[src/include/sad_pkg.sv]
// slot address decode: shared constants, carrier structs and state codes
// assumes a single 25 MHz board clock and a synchronous active-low reset
package sad_pkg;

  // -------------------------------------------------------------------
  // timing
  // -------------------------------------------------------------------
  localparam int SAD_CLK_NS      = 40;
  // settle time for the pulled-up slot lines after reset release
  localparam int SAD_SETTLE_NS   = 1000;
  localparam int SAD_SETTLE_CYC  =
    (SAD_SETTLE_NS + SAD_CLK_NS - 1) / SAD_CLK_NS;
  localparam int SAD_CNT_W       = 5;
  localparam logic [SAD_CNT_W-1:0] SAD_SETTLE_LAST =
    SAD_CNT_W'(SAD_SETTLE_CYC - 1);

  // -------------------------------------------------------------------
  // address layout and fixed values
  // -------------------------------------------------------------------
  localparam logic [4:0] SAD_AMNESIA_SLOT = 5'h1e;
  localparam int SAD_BAR_HI  = 7;
  localparam int SAD_BAR_LO  = 3;
  localparam int SAD_ADDR_HI = 23;
  localparam int SAD_ADDR_LO = 19;
  localparam logic [2:0] SAD_BAR_LOW_BITS = 3'h0;

  // reset values of the synchroniser stages: lines idle pulled high
  localparam logic [4:0] SAD_GA_RST   = 5'h1f;
  localparam logic       SAD_GAP_RST  = 1'b1;
  localparam logic [7:0] SAD_MODE_RST = 8'h00;

  // -------------------------------------------------------------------
  // carriers
  // -------------------------------------------------------------------
  typedef struct packed {
    logic [4:0] ga_n;   // slot address lines, active low
    logic       gap_n;  // slot parity line, active low
  } sad_pins_s;

  typedef struct packed {
    logic       par_chk_en;    // act on slot parity
    logic       bad_par_mute;  // on bad parity ignore config space
    logic       legacy_sw_en;  // allow local switch fallback
    logic [4:0] sw_slot;       // local switch / jumper slot value
  } sad_mode_s;

  typedef struct packed {
    logic [7:0] bar;      // base address register value
    logic [4:0] slot;     // decoded slot number in use
    logic       par_err;  // sampled slot parity was bad
    logic       amnesia;  // amnesia address substituted
    logic       from_sw;  // slot taken from local switches
    logic       mute;     // config space accesses ignored
    logic       ready;    // sampling done, decode live
  } sad_stat_s;

  typedef enum logic [2:0] {
    SAD_SETTLE = 3'b001,
    SAD_LATCH  = 3'b010,
    SAD_RUN    = 3'b100
  } sad_state_e;

endpackage

[src/logic/sad_sync.sv]
// two-flop synchroniser for a bundle of slow static pins
// assumes pins change rarely; bits are not guaranteed coherent mid-change
`timescale 1ns/1ps
`default_nettype none
module sad_sync #(
  parameter int           W   = 1,
  parameter logic [W-1:0] RST = '0
) (
  input  wire logic         core_clk,
  input  wire logic         rst_n,
  input  wire logic [W-1:0] d,
  output logic      [W-1:0] q
);

  typedef struct packed {
    logic [W-1:0] s1;
    logic [W-1:0] s2;
  } sad_sync_s;

  sad_sync_s st_r;
  sad_sync_s st_nxt;

  // first stage feeds only the second
  always_comb
  begin
    st_nxt    = st_r;
    st_nxt.s1 = d;
    st_nxt.s2 = st_r.s1;
  end

  always_ff @(posedge core_clk)
  begin
    if (!rst_n)
    begin
      st_r <= '{s1: RST, s2: RST};
    end
    else
    begin
      st_r <= st_nxt;
    end
  end

  assign q = st_r.s2;

endmodule
`default_nettype wire

[src/logic/sad_core.sv]
// slot address decode: samples slot lines once after reset, forms the
// config-space base address and decodes config-space hits
// assumes cfg_req/cfg_addr come from logic on core_clk, pins are async
//
// What this block does
// - base address comes from slot address pins
// - base bits 7..3 match address 23..19
// - config space sits at slot-derived location
// - bad parity substitutes amnesia address 30
// - parity check may be switched off
// - bad parity may instead mute config space
// - no grounded line: use local switch value
// - pulled-up lines are inverted to slot number
// - all lines open flags parity error; slot 0 with switch fallback off, unless parity check is on with mute off
`timescale 1ns/1ps
`default_nettype none
module sad_core (
  input  wire logic                 core_clk,
  input  wire logic                 rst_n,
  input  wire sad_pkg::sad_pins_s   pins,
  input  wire sad_pkg::sad_mode_s   mode,
  input  wire logic                 cfg_req,
  input  wire logic [23:0]          cfg_addr,
  output sad_pkg::sad_stat_s        stat,
  output logic                      cfg_hit
);

  // -------------------------------------------------------------------
  // synchronisers
  // -------------------------------------------------------------------
  localparam int SYNC_W = $bits(sad_pkg::sad_pins_s)
                        + $bits(sad_pkg::sad_mode_s);

  sad_pkg::sad_pins_s pin_s;
  sad_pkg::sad_mode_s mode_s;

  // mode straps are board pins too, so they share the synchroniser
  sad_sync #(
    .W   (SYNC_W),
    .RST ({sad_pkg::SAD_GA_RST, sad_pkg::SAD_GAP_RST,
           sad_pkg::SAD_MODE_RST})
  ) u_sync (
    .core_clk (core_clk),
    .rst_n    (rst_n),
    .d        ({pins, mode}),
    .q        ({pin_s, mode_s})
  );

  // -------------------------------------------------------------------
  // state
  // -------------------------------------------------------------------
  typedef struct packed {
    sad_pkg::sad_state_e              st;
    logic [sad_pkg::SAD_CNT_W-1:0]    cnt;
    sad_pkg::sad_stat_s               stat;
    logic                             hit;
  } sad_core_s;

  localparam sad_core_s CORE_RST = '{
    st:   sad_pkg::SAD_SETTLE,
    cnt:  '0,
    stat: '0,
    hit:  1'b0
  };

  sad_core_s q_r;
  sad_core_s q_nxt;

  logic [4:0] slot_pin;
  logic       par_bad;
  logic       none_gnd;
  logic       use_sw;
  logic       addr_match;

  // pin interpretation, used only in the latch state; address compare used in run
  assign slot_pin   = ~pin_s.ga_n;
  assign par_bad    = ~(^{pin_s.ga_n, pin_s.gap_n});
  assign none_gnd   = &pin_s.ga_n;
  assign use_sw     = mode_s.legacy_sw_en & none_gnd;
  assign addr_match = cfg_addr[sad_pkg::SAD_ADDR_HI:sad_pkg::SAD_ADDR_LO]
                   == q_r.stat.bar[sad_pkg::SAD_BAR_HI:sad_pkg::SAD_BAR_LO];

  // settle, take one sample, then decode forever
  always_comb
  begin
    q_nxt     = q_r;
    q_nxt.hit = 1'b0;
    case (q_r.st)
      sad_pkg::SAD_SETTLE:
      begin
        // lines need time to pull up after power-up reset
        if (q_r.cnt == sad_pkg::SAD_SETTLE_LAST)
        begin
          q_nxt.st = sad_pkg::SAD_LATCH;
        end
        else
        begin
          q_nxt.cnt = q_r.cnt + 1'b1;
        end
      end
      sad_pkg::SAD_LATCH:
      begin
        // parity flag reported even when not acted on
        q_nxt.stat.par_err = par_bad;
        q_nxt.stat.amnesia = 1'b0;
        q_nxt.stat.mute    = 1'b0;
        q_nxt.stat.from_sw = 1'b0;
        if (use_sw)
        begin
          // legacy backplane: local switches win
          q_nxt.stat.slot    = mode_s.sw_slot;
          q_nxt.stat.from_sw = 1'b1;
        end
        else if (mode_s.par_chk_en && par_bad)
        begin
          if (mode_s.bad_par_mute)
          begin
            q_nxt.stat.slot = slot_pin;
            q_nxt.stat.mute = 1'b1;
          end
          else
          begin
            q_nxt.stat.slot    = sad_pkg::SAD_AMNESIA_SLOT;
            q_nxt.stat.amnesia = 1'b1;
          end
        end
        else
        begin
          q_nxt.stat.slot = slot_pin;
        end
        q_nxt.stat.bar   = {q_nxt.stat.slot,
                            sad_pkg::SAD_BAR_LOW_BITS};
        q_nxt.stat.ready = 1'b1;
        q_nxt.st         = sad_pkg::SAD_RUN;
      end
      sad_pkg::SAD_RUN:
      begin
        // a board answering at slot 30 lets the monarch recover it
        q_nxt.hit = cfg_req & ~q_r.stat.mute & addr_match;
      end
      default:
      begin
        q_nxt = CORE_RST;
      end
    endcase
  end

  always_ff @(posedge core_clk)
  begin
    if (!rst_n)
    begin
      q_r <= CORE_RST;
    end
    else
    begin
      q_r <= q_nxt;
    end
  end

  assign stat    = q_r.stat;
  assign cfg_hit = q_r.hit;

  logic       in_latch;
  logic       in_settle;
  logic [4:0] addr_top;
  assign in_latch  = (q_r.st == sad_pkg::SAD_LATCH);
  assign in_settle = (q_r.st == sad_pkg::SAD_SETTLE);
  assign addr_top  = cfg_addr[23:19];
endmodule
`default_nettype wire

[config.mk]
export PLATFORM = sky130hd
export DESIGN_NAME = sad_core
export DESIGN_NICKNAME = d
export VERILOG_FILES = /design/src/include/sad_pkg.sv /design/src/logic/sad_sync.sv /design/src/logic/sad_core.sv
export SDC_FILE = /design/constraint.sdc
export NUM_CORES = 1
export LEC_CHECK = 0
export BUFFER_PORTS_ARGS = -buffer_cell sky130_fd_sc_hd__buf_2
export CORE_AREA = 2 2 64 112
export DETAILED_ROUTE_END_ITERATION = 6
export DIE_AREA = 0 0 66 114
export HOLD_SLACK_MARGIN = 0.03
export PLACE_DENSITY = 0.5
export SLEW_MARGIN = 20
export SYNTH_ARGS = -nofsm -noshare
export SYNTH_HDL_FRONTEND = slang
export SYNTH_HIERARCHICAL = 1
export SYNTH_SLANG_ARGS = --single-unit
export TNS_END_PERCENT = 5
[constraint.sdc]
create_clock -name core_clk -period 1.85 [get_ports core_clk]
set_clock_uncertainty 0.15 [all_clocks]
set_input_delay 0.185 -clock core_clk [delete_from_list [all_inputs] [get_ports core_clk]]
set_output_delay 0.185 -clock core_clk [all_outputs]
set_load 0.005 [all_outputs]
-- Yosys cells after proc, flatten, opt, wreduce, memory -nomap -nowiden
Cells that the tools add are included.
- add/sub/neg operators: 1
- equality and inequality tests: 7
- mux-type cells: 15
- bitwise operators: 8
- reduce and logical (&&, ||, !) cells: 8
- operator list (kind ; number):
    case mux 18 bit (2 select lines) ; 1
    2-to-1 mux 5 bit ; 4
    case mux 5 bit (2 select lines) ; 1
    case mux 3 bit (3 select lines) ; 1
    2-to-1 mux 1 bit ; 7
    AND reduction 2 bit ; 3
    XOR reduction 6 bit ; 1
    adder 5 x 1 -> 5 bit, second input constant ; 1
    equality test 5 bit ; 1
    equality test 5 bit, second input constant ; 1
    NOT 5 bit ; 1
    AND reduction 5 bit ; 1
    NOT 1 bit ; 4
    OR reduction 2 bit ; 2
    bitwise AND 1 bit ; 3
    equality test 3 x 1 -> 1 bit, second input constant ; 1
    equality test 3 x 2 -> 1 bit, second input constant ; 1
    equality test 3 bit, second input constant ; 1
    2-to-1 mux 3 bit ; 1
    inequality test 2 x 1 -> 1 bit, second input constant ; 1
    inequality test 2 bit, second input constant ; 1
    logical AND 1 bit ; 1
- bits in registers: 55
- input port bits: 41
- output and inout port bits: 19
- word-level logic and storage cells: 51

-- Longest topological paths before layout
- depth in word-level cells: 6
- mapped depth: 7
- gate-level depth less buffers: 7

-- By module
Netlist, hierarchy kept.
- by module, submodules not included (module ; times used ; cells each ; area each (um2) ; seq. area each (um2)):
    sad_core ; 1 ; 136 ; 1169.9 ; 380.4
    sad_sync ; 1 ; 58 ; 757.0 ; 560.5

-- Least setup slack after synthesis
No wires, ideal clock.
- path type: register to register
- start: register u_sync.st_r (netlist bit u_sync/q[10])
- end: register q_r (netlist bit stat[17])
- library setup time: 0.116 ns
- arrival time: 1.359 ns
- data required time: 1.584 ns
- slack: 0.225 ns
- cell stages (with the launch flop): 6
- path buffers: 0
- clock period less this slack: 1.625 ns
- cell sequence: dfxtp_1 > xnor2_2 > xnor3_1 > nand2_2 > a31oi_1 > a31o_2
- longest elaborated chain between the ends: 6
- elaborated cells on any way between the ends: 8
- those cells by class: 3 x mux; 2 x bitwise; 3 x reduce/logical
- RTL lines (element ; line ; text):
    start, declared ; sad_sync.sv:20 ; sad_sync_s st_r;
    start signal, assigned ; sad_sync.sv:35 ; st_r <= '{s1: RST, s2: RST};
    start signal, assigned ; sad_sync.sv:39 ; st_r <= st_nxt;
    XOR reduction 6 bit ; sad_core.sv:77 ; assign par_bad = ~(^{pin_s.ga_n, pin_s.gap_n});
    NOT 1 bit ; sad_core.sv:77 ;
    logical AND 1 bit ; sad_core.sv:114 ; else if (mode_s.par_chk_en && par_bad)
    2-to-1 mux 5 bit ; sad_core.sv:114 ;
    2-to-1 mux 5 bit * ; sad_core.sv:108 ; if (use_sw)
    case mux 18 bit (2 select lines) * ; sad_core.sv:88 ; case (q_r.st)
    end signal, assigned ; sad_core.sv:156 ; q_r <= q_nxt;
    end, declared ; sad_core.sv:66 ; sad_core_s q_r;
Every way passes the cells marked *; elsewhere a longest branch is shown, timed or not. The select of a mux whose other input is x is not followed.
A chain may end at the register's enable or synchronous reset.

-- Worst setup path in the final report
- start: register u_sync.st_r (netlist bit u_sync/q[13])
- end: register q_r (netlist bit stat[17])
The elaborated chain is that of the path after synthesis.

==> reports/qor.yml <==
status: "finished clean"
synth_top_area_share: 0.488
post_cts_buffers: 0
cts_root_buffer: "clkbuf_16"
syn_inst: 194
fin_ws_ps: 175
power.leakage_nw: 1.09
multi_input_comb_area_um2: 806
clk-insertion-delay-late_ps: 280
regArea_um2: 941
rsz0062_at_grt: "false"
crit_arrival_ps: 1700
cts_inserted_buffers: 5
final_nets: 286
cp_max_fo: 6
layout_min_cycle_time_ps: 1680
synth_area_leaders: "dfxtp_1 49%, buf_4 7.8%, and2_1 5.2%"
grt_pass1_vias: 1301
finalSetupTns_ps: 0
n_antenna_cell: 0
hold_violations: 0
num_vias: 1383
clk_pin_slew_ps: 60
grt_max_degree: 24
final_max_slew_viol_count: 0
via_per_inst: 4.22
regToRegStartpoint: "u_sync/q[13]$_SDFF_PN1_"
ys_seq_area_frac: 0.488
synth_cell_types: 43
reg2reg_depth: 5
grt_usage: 0.104
critical_path.startpoint_type: "flip-flop"
clock-sinks: 47
synthArstFlopShare: 0
ir_drop_uv: 544
rows: 40
die_h_um: 114
dp.final_hpwl_um: 2720
synth_edf_count: 0
drt_first_pass_iters: 4
ant_nets: 0
antenna_found_initial: 0
ys_seq_elements: 47
drtIter0Drc: 48
synth.avg_cell_area_um2: 9.93
cp.required_ps: 1880
start_util: 0.287
wl_per_cell_um: 10.9
finalWirelength_um: 3560
io_buffers: 37
die_w_um: 66
startpoint: "u_sync/q[13]$_SDFF_PN1_"
final_cell_mix: "47 x dfxtp_1, 37 x buf_2, 16 x and2_1"
synth_top_cell_by_area: "dfxtp_1"
fin_crit_sh: 0.906
crit_end: "stat[17]$_SDFFE_PN0N_"
crit_type: "reg -> reg"
setup_viol: 0
synth_warnings: 6
ff2ff_setup_slack_ps: 170
overflow: 0
crit_path_end_kind: "flip-flop"
grt_pass1_wl_um: 5900
placed_area_um2: 2150
drc: 0
syn_area_um2: 1930
place.gp.congestion: 0.835
synthFlopType: "dfxtp_1"
cts_tree: "done"
dieArea_um2: 7520
fmax_ghz: 0.597
htreeDepth: 2
maxCapViolCount: 0
coreArea_um2: 6710
power_density_nw_per_um2: 950
fill_cells: 704
final_common_cell: "dfxtp_1"
place_ws_ps: 160
syn_to_final_growth_pct: 28.8
drive_gt1_frac: 0.270
hold_class: "in -> reg"
r2r-end: "stat[17]$_SDFFE_PN0N_"
post-route-cell-area_um2: 2480
worstHoldStart: "cfg_addr[19]"
cts_max_path_buffers: 2
boundaryPins: 60
-- per-layer routing --
metal / part of all wire / GRT usage / vias to the layer above
met2: 0.56 / 0.197 / 34
met5: 0 / 0 / -
li1: - / - / 722
met1: 0.37 / 0.0998 / 618
met3: 0.038 / 0.0276 / 9
met4: 0.029 / 0.0531 / 0
-- cells in the mapped netlist, types with 2 or more instances --
cell type and n:
buf_2 3, nand4_1 4, buf_4 20, a31oi_1 3, dfxtp_1 47, nand3_1 4
inv_1 5, nand2_1 8, or2b_1 5, nor3_1 4, ha_1 2, a21oi_1 10
nor2_1 10, xnor2_1 6, xor2_1 5, nand4b_1 2, o211ai_1 2, and2_1 16
nand2b_1 7, a22oi_1 2, xnor2_2 2, o21ai_0 6
-- logic make-up (layout without fill, tap and decap cells) --
| family | after synthesis | in the layout | share of synthesized area |
|---|---|---|---|
| compound gates | 29 | 29 | 0.0922 |
| xor+xnor | 15 | 15 | 0.0909 |
| fa+ha+maj | 2 | 2 | 0.0130 |
| buf+inv | 29 | 77 | 0.0974 |
| flops | 47 | 47 | 0.488 |
| other cells | 1 | 3 | 0.00195 |
| simple gates | 71 | 71 | 0.216 |
-- metrics by stage --
stage / std cells / hold WS, ps / util / power [mW]
global route: 328 / 99.4 / 0.370 / 2.46
global placement: 306 / 212 / 0.321 / 1.22
CTS: 328 / 59.7 / 0.370 / 2.39
floorplan: 196 / 108 / - / 1.18
finish: 328 / 60.7 / 0.370 / 2.36
detailed placement: 306 / 215 / 0.321 / 1.23
-- repair_timing --
action	in CTS	in global routing
hold buffers	14	0
setup endpoints to repair	0	0
endpoints found under the hold margin	14	0
gates resized for setup	0	0
-- critical path: stages, from the launching register on --
cell,delay (ps)
dfxtp_1,460
and4_1,290
nand3_1,180
o211ai_1,210
a31oi_1,60
a31o_2,220
-- flip-flops by register name (all words and copies together), names as in the netlist --
name	cells
u_sync/st_nxt	14
stat	10
cfg_hit	1
q_r	8
u_sync/q	14
-- final cells by class --
type	count	area share
Clock buffer	5	0.0504
Clock inverter	3	0.0272
Inverter	6	0.00907
Multi-Input combinational cell	120	0.325
Sequential cell	47	0.379
Tap cell	84	0.0423
Timing Repair Buffer	63	0.167
-- how the worst min path moves through the flow --
stage          cells after the start                      endpoint  slack (ps)
2_1_floorplan                      1       u_sync/q[10]$_SDFF_PN1_         110
3_3_place_gp                       2  u_sync/st_nxt[11]$_SDFF_PN1_         210
3_5_place_dp                       2  u_sync/st_nxt[13]$_SDFF_PN1_         220
4_1_cts                            3            cfg_hit$_SDFF_PN0_          60
5_1_grt                            3            cfg_hit$_SDFF_PN0_         100
6_report                           3            cfg_hit$_SDFF_PN0_          60
-- report_power, final --
group | switching, mW | internal [mW]
registers | 0.0164 | 1.05
clock network | 0.363 | 0.773
logic | 0.0634 | 0.0968
Note: power is estimated with default switching activity, not from simulation.
